==> src/inc/tmr_pkg.sv <==
package tmr_pkg;

  localparam int unsigned CNT_W        = 16;
  localparam logic [15:0] CNT_MAX      = 16'hffff;
  localparam logic [15:0] CNT_ZERO     = 16'h0000;
  localparam logic [15:0] CNT_ONE      = 16'h0001;

  // operation mode field {op_mode_sel_high, op_mode_sel_low}
  typedef enum logic [1:0] {
    MODE_STOP        = 2'b00,
    MODE_EDGE_CLEAR  = 2'b01,
    MODE_FREE_RUN    = 2'b10,
    MODE_MATCH_CLEAR = 2'b11
  } tmr_mode_e;

  // count clock select
  localparam logic [1:0] PSEL_DIV1     = 2'h0;
  localparam logic [1:0] PSEL_DIV4     = 2'h1;
  localparam logic [1:0] PSEL_DIV16    = 2'h2;
  localparam logic [1:0] PSEL_EXT      = 2'h3;
  localparam int unsigned PRE_W        = 8;
  localparam logic [7:0] PRE_LAST_DIV1  = 8'h00;
  localparam logic [7:0] PRE_LAST_DIV4  = 8'h03;
  localparam logic [7:0] PRE_LAST_DIV16 = 8'h0f;

  // valid edge select
  localparam logic [1:0] EDGE_FALL     = 2'h0;
  localparam logic [1:0] EDGE_RISE     = 2'h1;
  localparam logic [1:0] EDGE_NONE     = 2'h2;
  localparam logic [1:0] EDGE_BOTH     = 2'h3;

  // capture control register fields
  localparam int unsigned CCR_W        = 3;
  localparam int unsigned CCR_FIRST_CAP  = 0;
  localparam int unsigned CCR_REV_PHASE  = 1;
  localparam int unsigned CCR_SECOND_CAP = 2;
  localparam logic [2:0] CCR_RESET     = 3'h0;

endpackage : tmr_pkg

==> src/rtl/tmr_presc.sv <==
`timescale 1ns/100ps
module tmr_presc
  import tmr_pkg::*;
(
  input  wire logic       clk_sys,
  input  wire logic       rst,
  input  wire logic       run,
  input  wire logic [1:0] psel,
  output logic            tick
);

  logic [PRE_W-1:0] cnt_q, cnt_d;
  logic [PRE_W-1:0] last;
  logic             tick_d;

  always_comb begin
    unique case (psel)
      PSEL_DIV1:  last = PRE_LAST_DIV1;
      PSEL_DIV4:  last = PRE_LAST_DIV4;
      PSEL_DIV16: last = PRE_LAST_DIV16;
      PSEL_EXT:   last = PRE_LAST_DIV1;
    endcase
    tick_d = 1'b0;
    cnt_d  = '0;
    if (run && psel != PSEL_EXT) begin
      if (cnt_q == last) begin
        tick_d = 1'b1;
      end else begin
        cnt_d = cnt_q + PRE_W'(1);
      end
    end
  end

  always_ff @(posedge clk_sys) begin
    if (rst) begin
      cnt_q <= '0;
      tick  <= 1'b0;
    end else begin
      cnt_q <= cnt_d;
      tick  <= tick_d;
    end
  end

endmodule : tmr_presc

==> src/rtl/tmr_edge.sv <==
`timescale 1ns/100ps
module tmr_edge
  import tmr_pkg::*;
(
  input  wire logic       clk_sys,
  input  wire logic       rst,
  input  wire logic       run,
  input  wire logic       sample,
  input  wire logic       pin,
  input  wire logic [1:0] edge_sel,
  output logic            edge_valid,
  output logic            edge_rev
);

  logic smp_q, smp_d;
  logic lvl_q, lvl_d;
  logic ran_q, ran_d;
  logic val_d, rev_d;
  logic rise, fall;

  always_comb begin
    smp_d = smp_q;
    lvl_d = lvl_q;
    ran_d = ran_q | run;
    rise  = 1'b0;
    fall  = 1'b0;
    if (run) begin
      if (sample) begin
        smp_d = pin;
        // level accepted only after two equal samples in a row
        if (smp_q == pin) begin
          lvl_d = pin;
          rise  = pin & ~lvl_q;
          fall  = ~pin & lvl_q;
        end
      end
    end else if (ran_q) begin
      // after a first run, track the pin silently so a restart sees no edge
      smp_d = pin;
      lvl_d = pin;
    end
    // before the first run the level stays low: a high pin reads as rise
    val_d = run & ((rise & (edge_sel == EDGE_RISE ||
                            edge_sel == EDGE_BOTH)) |
                   (fall & (edge_sel == EDGE_FALL ||
                            edge_sel == EDGE_BOTH)));
    rev_d = run & ((fall & edge_sel == EDGE_RISE) |
                   (rise & edge_sel == EDGE_FALL));
  end

  always_ff @(posedge clk_sys) begin
    if (rst) begin
      smp_q      <= 1'b0;
      lvl_q      <= 1'b0;
      ran_q      <= 1'b0;
      edge_valid <= 1'b0;
      edge_rev   <= 1'b0;
    end else begin
      smp_q      <= smp_d;
      lvl_q      <= lvl_d;
      ran_q      <= ran_d;
      edge_valid <= val_d;
      edge_rev   <= rev_d;
    end
  end

  a_edge_needs_run: assert property (@(posedge clk_sys) disable iff (rst)
    edge_valid |-> $past(run) && $past(sample))
    else $error("edge reported while stopped or without a sample");

  a_edge_two_samples: assert property (@(posedge clk_sys) disable iff (rst)
    edge_valid |-> $past(smp_q) == $past(pin))
    else $error("edge accepted after a single sample");

endmodule : tmr_edge

==> src/rtl/tmr_timer16.sv <==
`timescale 1ns/100ps
module tmr_timer16
  import tmr_pkg::*;
(
  input  wire logic             clk_sys,
  input  wire logic             rst,
  input  wire logic             op_mode_sel_high,
  input  wire logic             op_mode_sel_low,
  input  wire logic [1:0]       prescaler_select,
  input  wire logic [CCR_W-1:0] capture_control_reg,
  input  wire logic [1:0]       edge_sel_first,
  input  wire logic [1:0]       edge_sel_second,
  input  wire logic             edge_input_first,
  input  wire logic             edge_input_second,
  input  wire logic             cmp_first_wr,
  input  wire logic [15:0]      cmp_first_wdata,
  input  wire logic             cmp_second_wr,
  input  wire logic [15:0]      cmp_second_wdata,
  input  wire logic             overflow_clr,
  input  wire logic             one_shot_en,
  input  wire logic             one_shot_trig,
  output logic [15:0]           main_count,
  output logic [15:0]           compare_capture_first,
  output logic [15:0]           compare_capture_second,
  output logic                  overflow_flag,
  output logic                  irq_match_first,
  output logic                  irq_match_second,
  output logic                  one_shot_out
);

  ////////////////////////////////////////////////////////////////////////////
  // mode, count clock and edge inputs

  tmr_mode_e mode;
  logic      run;
  logic      pre_tick;
  logic      ext_clk;
  logic      tick;
  logic      first_sample;
  logic      first_edge, first_rev;
  logic      second_edge;
  logic      cap_first_en, cap_second_en, rev_sel;

  assign mode = tmr_mode_e'({op_mode_sel_high, op_mode_sel_low});
  assign run  = (mode != MODE_STOP);
  assign ext_clk = (prescaler_select == PSEL_EXT);
  assign tick = ext_clk ? first_edge : pre_tick;
  assign first_sample = ext_clk ? 1'b1 : pre_tick;
  assign cap_first_en  = capture_control_reg[CCR_FIRST_CAP];
  assign rev_sel       = capture_control_reg[CCR_REV_PHASE];
  assign cap_second_en = capture_control_reg[CCR_SECOND_CAP];

  tmr_presc u_presc (
    .clk_sys (clk_sys),
    .rst     (rst),
    .run     (run),
    .psel    (prescaler_select),
    .tick    (pre_tick)
  );

  tmr_edge u_edge_first (
    .clk_sys    (clk_sys),
    .rst        (rst),
    .run        (run),
    .sample     (first_sample),
    .pin        (edge_input_first),
    .edge_sel   (edge_sel_first),
    .edge_valid (first_edge),
    .edge_rev   (first_rev)
  );

  tmr_edge u_edge_second (
    .clk_sys    (clk_sys),
    .rst        (rst),
    .run        (run),
    .sample     (pre_tick),
    .pin        (edge_input_second),
    .edge_sel   (edge_sel_second),
    .edge_valid (second_edge),
    .edge_rev   ()
  );

  ////////////////////////////////////////////////////////////////////////////
  // counter, overflow and one-shot

  logic [15:0] cnt_d;
  logic        ovf_d, wrap_q, wrap_d, os_d;
  logic        match_first, match_second;
  logic        wrap_ev;

  always_comb begin
    cnt_d   = main_count;
    wrap_d  = wrap_q;
    wrap_ev = 1'b0;
    os_d    = one_shot_out;
    match_first  = tick && (main_count == compare_capture_first);
    match_second = tick && (main_count == compare_capture_second);
    if (!run) begin
      cnt_d  = CNT_ZERO;
      wrap_d = 1'b0;
      os_d   = 1'b0;
    end else begin
      if (tick) begin
        wrap_d = 1'b0;
        if (mode == MODE_MATCH_CLEAR && !cap_first_en && match_first) begin
          cnt_d   = CNT_ZERO;
          // clear from FFFFH on a match counts as an overflow
          wrap_ev = (main_count == CNT_MAX);
        end else begin
          cnt_d   = main_count + CNT_ONE;
          wrap_ev = (main_count == CNT_MAX);
        end
        wrap_d = wrap_ev;
      end
      if (mode == MODE_EDGE_CLEAR && first_edge && !ext_clk) begin
        cnt_d = CNT_ZERO;
      end
      if (mode == MODE_MATCH_CLEAR || !one_shot_en) begin
        os_d = 1'b0;
      end else if (match_first) begin
        os_d = 1'b0;
      end else if (match_second &&
                   (one_shot_trig || mode == MODE_EDGE_CLEAR)) begin
        os_d = 1'b1;
      end
    end
    // set wins over clear; a clear while the count still sits at 0000H
    // after a wrap is overridden
    ovf_d = (overflow_flag & ~overflow_clr) | wrap_ev | wrap_q;
  end

  always_ff @(posedge clk_sys) begin
    if (rst) begin
      main_count    <= CNT_ZERO;
      overflow_flag <= 1'b0;
      wrap_q        <= 1'b0;
      one_shot_out  <= 1'b0;
    end else begin
      main_count    <= cnt_d;
      overflow_flag <= ovf_d;
      wrap_q        <= wrap_d;
      one_shot_out  <= os_d;
    end
  end

  ////////////////////////////////////////////////////////////////////////////
  // compare/capture registers and interrupts

  logic [15:0] ccf_d, ccs_d;
  logic        pend_first_q, pend_first_d;
  logic        pend_second_q, pend_second_d;
  logic        irq_first_d, irq_second_d;

  always_comb begin
    ccf_d         = compare_capture_first;
    ccs_d         = compare_capture_second;
    pend_first_d  = pend_first_q;
    pend_second_d = pend_second_q;
    irq_first_d   = 1'b0;
    irq_second_d  = 1'b0;
    if (cmp_first_wr) begin
      ccf_d = cmp_first_wdata;
    end
    if (cmp_second_wr) begin
      ccs_d = cmp_second_wdata;
    end
    if (!run) begin
      pend_first_d  = 1'b0;
      pend_second_d = 1'b0;
    end else begin
      // pending interrupts fire on the next count clock
      if (tick) begin
        irq_first_d   = pend_first_q;
        irq_second_d  = pend_second_q;
        pend_first_d  = 1'b0;
        pend_second_d = 1'b0;
      end
      if (cap_first_en) begin
        if (rev_sel) begin
          if (first_rev) begin
            ccf_d = main_count;
          end
          if (second_edge) begin
            pend_first_d = 1'b1;
          end
        end else if (second_edge) begin
          ccf_d        = main_count;
          pend_first_d = 1'b1;
        end
      end else if (match_first) begin
        irq_first_d = 1'b1;
      end
      if (cap_second_en) begin
        if (first_edge) begin
          ccs_d         = main_count;
          pend_second_d = 1'b1;
        end
      end else if (match_second) begin
        irq_second_d = 1'b1;
      end
    end
  end

  always_ff @(posedge clk_sys) begin
    if (rst) begin
      compare_capture_first  <= CNT_ZERO;
      compare_capture_second <= CNT_ZERO;
      pend_first_q           <= 1'b0;
      pend_second_q          <= 1'b0;
      irq_match_first        <= 1'b0;
      irq_match_second       <= 1'b0;
    end else begin
      compare_capture_first  <= ccf_d;
      compare_capture_second <= ccs_d;
      pend_first_q           <= pend_first_d;
      pend_second_q          <= pend_second_d;
      irq_match_first        <= irq_first_d;
      irq_match_second       <= irq_second_d;
    end
  end

  ////////////////////////////////////////////////////////////////////////////
  // checks

  a_ovf_free_wrap: assert property (@(posedge clk_sys) disable iff (rst)
    run && tick && mode == MODE_FREE_RUN && main_count == CNT_MAX
    |=> overflow_flag && main_count == CNT_ZERO)
    else $error("free-run wrap did not set overflow");

  a_ovf_match_clear: assert property (@(posedge clk_sys) disable iff (rst)
    run && tick && mode == MODE_MATCH_CLEAR && !cap_first_en &&
    compare_capture_first == CNT_MAX && main_count == CNT_MAX
    |=> overflow_flag ##1 overflow_flag)
    else $error("match clear from FFFFH did not set overflow");

  a_ovf_clear_void: assert property (@(posedge clk_sys) disable iff (rst)
    wrap_q && overflow_clr && run |=> overflow_flag)
    else $error("overflow clear took effect before count 0001H");

  a_ovf_sticky: assert property (@(posedge clk_sys) disable iff (rst)
    overflow_flag && !overflow_clr |=> overflow_flag)
    else $error("overflow flag dropped without a clear");

  a_oneshot_mode: assert property (@(posedge clk_sys) disable iff (rst)
    mode == MODE_MATCH_CLEAR |=> !one_shot_out)
    else $error("one-shot output active in match-clear mode");

  a_cap_irq_delay: assert property (@(posedge clk_sys) disable iff (rst)
    run && cap_second_en && first_edge && !tick
    |=> compare_capture_second == $past(main_count) &&
        !irq_match_second)
    else $error("capture interrupt not deferred to next count clock");

  a_rev_no_irq: assert property (@(posedge clk_sys) disable iff (rst)
    run && cap_first_en && rev_sel && !pend_first_q && !second_edge
    |=> !irq_match_first)
    else $error("reverse-phase capture raised the first interrupt");

  a_rev_ext_irq: assert property (@(posedge clk_sys) disable iff (rst)
    run && cap_first_en && rev_sel && second_edge && !first_rev
    |=> $stable(compare_capture_first) && pend_first_q)
    else $error("second-input edge captured in reverse-phase mode");

  a_stop_quiet: assert property (@(posedge clk_sys) disable iff (rst)
    !run |=> main_count == CNT_ZERO && !irq_match_first &&
             !irq_match_second && !one_shot_out)
    else $error("timer active while stopped");

endmodule : tmr_timer16

==> config.mk <==
export PLATFORM = sky130hd
export DESIGN_NAME = tmr_timer16
export DESIGN_NICKNAME = d
export VERILOG_FILES = /design/src/inc/tmr_pkg.sv /design/src/rtl/tmr_presc.sv /design/src/rtl/tmr_edge.sv /design/src/rtl/tmr_timer16.sv
export SDC_FILE = /design/constraint.sdc
export NUM_CORES = 1
export LEC_CHECK = 0
export ABC_AREA = 0
export BUFFER_PORTS_ARGS = -buffer_cell sky130_fd_sc_hd__clkbuf_2
export CORE_ASPECT_RATIO = 1.1
export CORE_UTILIZATION = 50
export CTS_CLUSTER_DIAMETER = 30
export CTS_CLUSTER_SIZE = 16
export DETAILED_ROUTE_END_ITERATION = 10
export MAX_ROUTING_LAYER = met4
export PLACE_DENSITY = 0.76
export SYNTH_ARGS = -nofsm -noshare
export SYNTH_HDL_FRONTEND = slang
export SYNTH_SLANG_ARGS = --single-unit
export TNS_END_PERCENT = 100
==> constraint.sdc <==
create_clock -name clk_sys -period 2.35 [get_ports clk_sys]
set_clock_uncertainty 0.2 [all_clocks]
set_input_delay 0.47 -clock clk_sys [delete_from_list [all_inputs] [get_ports clk_sys]]
set_output_delay 0.47 -clock clk_sys [all_outputs]
set_load 0.02 [all_outputs]
==> impl_metrics.json <==
{
  "status": "complete, but fails checks",
  "violations": "design-rule violations",
  "yosysWarnings": 0,
  "synth_xor_area_share_pct": 12.5,
  "max-cap-violations": 0,
  "synthAdderAreaFrac_pct": 2.98,
  "drt_iter0_drc": 148,
  "antenna_cells": 0,
  "via_count": 3279,
  "cts_resized": 0,
  "yosysTopAreaCell": "dfxtp_1",
  "hpwl_mm": 6.78,
  "clock.fmax_ghz": 0.482,
  "antenna_found_initial": 0,
  "clk_latency_ns": 0.34,
  "synth-compound-area-share_pct": 11.5,
  "synthMuxAreaShare_pct": 10.3,
  "track_usage_pct": 24.2,
  "seqPwrFrac_pct": 48.8,
  "initial_core_util_pct": 52.8,
  "drv_slew": 0,
  "synth_seq_cells": 73,
  "cts_setup_buffers": 0,
  "synth_top_family_by_area": "simple AND/OR/NAND/NOR gates",
  "area_growth_pct": 20.7,
  "die_width_um": 85.0,
  "htreeDepth": 3,
  "wl_met3_um": 399,
  "final_layout_size_suffix_gt1_share_pct": 27.6,
  "synthCells": 420,
  "final_antenna_net_count": 0,
  "tns_ns": 0,
  "fin_nets": 579,
  "timing.hold.ws_ns": 0.239,
  "p_clk_share_pct": 38.3,
  "highest_layer": "met4",
  "p_switching_w": 0.000695,
  "rsz0062_at_grt": "false",
  "power.density_nw_per_um2": 596,
  "yosysMostFrequentCell": "dfxtp_1",
  "grt_pass1_vias": 3068,
  "yosys-top-cells-count": "73 x dfxtp_1, 72 x nor2_1, 34 x mux2i_1, 33 x a211oi_1, 28 x xor2_1",
  "routabilityCongestion": 0.847,
  "cts_buffers": 9,
  "nFillCells": 624,
  "period_needed_ns": 2.07,
  "rows": 32,
  "cts.clk_slew.worst_paths_ns": 0.08,
  "ir_drop_v": 0.000373,
  "io_buffer_count": 103,
  "drt_wl_total_mm": 9.07,
  "synthSimpleGateAreaFrac_pct": 17.9,
  "grt_pass1_wl_mm": 14.7,
  "overflow": 0,
  "grt_max_degree": 33,
  "fin_crit_sh_pct": 88.2,
  "power_w": 0.00272,
  "leakage_nw": 2.16,
  "root_buffer": "clkbuf_8",
  "wl_met1_mm": 4.17,
  "async_flop_share_pct": 0,
  "avgSynthCellArea_um2": 9.01,
  "first_pass_iters": 8,
  "crit_path_start_kind": "register",
  "viasPerCell": 5.40,
  "internal-power_w": 0.00203,
  "cp_data_arrival_time_ns": 2.16,
  "core-area_um2": 7170,
  "hold_path_class": "in2reg",
  "power.share.combinational_pct": 12.9,
  "cts-hold-fix-buffers": 0,
  "path_class": "reg2reg",
  "hold_viol": 0,
  "synthFlopType": "dfxtp_1",
  "end_kind": "register",
  "cts_max_path_buffers": 2,
  "syn_nets": 481,
  "dr_wl_met2_mm": 4.35,
  "swShare_pct": 25.5,
  "tightest_slew_ns": 0.530,
  "cts.sink_count": 73,
  "relSlewSlack_pct": 64.7,
  "syn_area_um2": 3780,
  "yosys.area.top_type_share_pct": 38.6,
  "synth_area_leaders": "dfxtp_1 39%, mux2i_1 9.0%, nor2_1 7.1%",
  "cp_max_fo": 9,
  "drc": 7,
  "synthDistinctLibCells": 46,
  "wire_per_inst_um": 14.9,
  "die_h_um": 93.3,
  "tritoncts": "done",
  "synth_edf_count": 0,
  "yosysSeqAreaShare_pct": 38.6,
  "worstPathRequired_ns": 2.44,
  "setup_viol": 0,
  "io_pins": 104,
  "die_area_um2": 7920
}
==> stage by stage <==
| stage | util [%] | instances | worst slack, ns | cell area (um2) |
|---|---|---|---|---|
| floorplan | - | 420 | 0.355 | 3780 |
| CTS | 63.7 | 607 | 0.273 | 4570 |
| finish | 63.7 | 607 | 0.277 | 4570 |
| detailed placement | 60.8 | 592 | 0.121 | 4360 |
| global placement | 60.8 | 592 | 0.172 | 4360 |
| global route | 63.7 | 607 | 0.200 | 4570 |
==> kinds of logic (layout without fill, tap and decap cells) <==
group / count (synthesis) / in the layout
buffers and inverters: 43 / 145
AO/OA/AOI/OAI: 60 / 60
adder cells (fa/ha/maj): 9 / 9
XOR/XNOR: 54 / 54
multiplexers: 37 / 37
AND/OR/NAND/NOR: 144 / 144
flip-flops: 73 / 73
==> cell type report <==
type | count | area (um2) | area share, %
flip-flops and latches | 73 | 1460 | 32.0
clock buffers | 9 | 124 | 2.71
multi-input cells | 304 | 2090 | 45.7
inverters | 10 | 37.5 | 0.822
well taps | 85 | 106 | 2.33
clock inverters | 6 | 83.8 | 1.84
repair buffers | 120 | 668 | 14.6
==> power groups by stage <==
stage               Clock [W]  Combinational [W]  Sequential (W)
finish                0.00104           0.000351         0.00133
global route          0.00111           0.000385         0.00133
CTS                   0.00105           0.000353         0.00133
detailed placement          0           0.000350         0.00136
global placement            0           0.000344         0.00135
floorplan                   0           0.000187         0.00139
==> cells in the final DEF (no fill, tap or decap), types with 3 or more instances in the layout <==
cell type / Yosys / final
dfxtp_1: 73 / 73
buf_4: 5 / 15
clkbuf_8: 0 / 9
nor2_1: 72 / 72
a21oi_1: 8 / 8
nor3_1: 11 / 11
and3_1: 5 / 5
inv_1: 10 / 10
xnor2_1: 26 / 26
ha_1: 9 / 9
mux2i_1: 34 / 34
nand2_1: 17 / 17
clkbuf_2: 0 / 103
a211oi_1: 33 / 33
clkinv_2: 0 / 3
nand4_1: 9 / 9
xor2_1: 28 / 28
nand2b_1: 3 / 3
nor4_1: 4 / 4
nand3_1: 11 / 11
==> path summary, 6_finish.rpt <==
kind                            cells past startpoint              startpoint                to  slack (ns)
worst max register to register                      5           main_count[2]  irq_match_second        0.28
worst min-delay path                                3  capture_control_reg[2]     pend_second_q        0.24
worst max-delay path                                5           main_count[2]  irq_match_second        0.28
worst min register to register                      2           pend_second_q  irq_match_second        0.28
==> critical path: stages (launching register included) <==
cell and delay, ns:
dfxtp_1 0.60, xor2_1 0.15, nor4_2 0.34, nand4_1 0.20, or3_1 0.40, a21oi_2 0.13
==> sequential cells by signal (all words and copies together), names as in the netlist, 8 cells and up <==
register / flops
compare_capture_first: 16
main_count: 16
compare_capture_second: 16
u_presc.cnt_q: 8
==> metal layers <==
metal / up-vias / track usage [%]
li1: 1649 / -
met3: 11 / 3.35
met2: 92 / 39.2
met5: - / -
met1: 1527 / 30.7
met4: 0 / 9.75
Note: power is estimated with default switching activity, not from simulation.
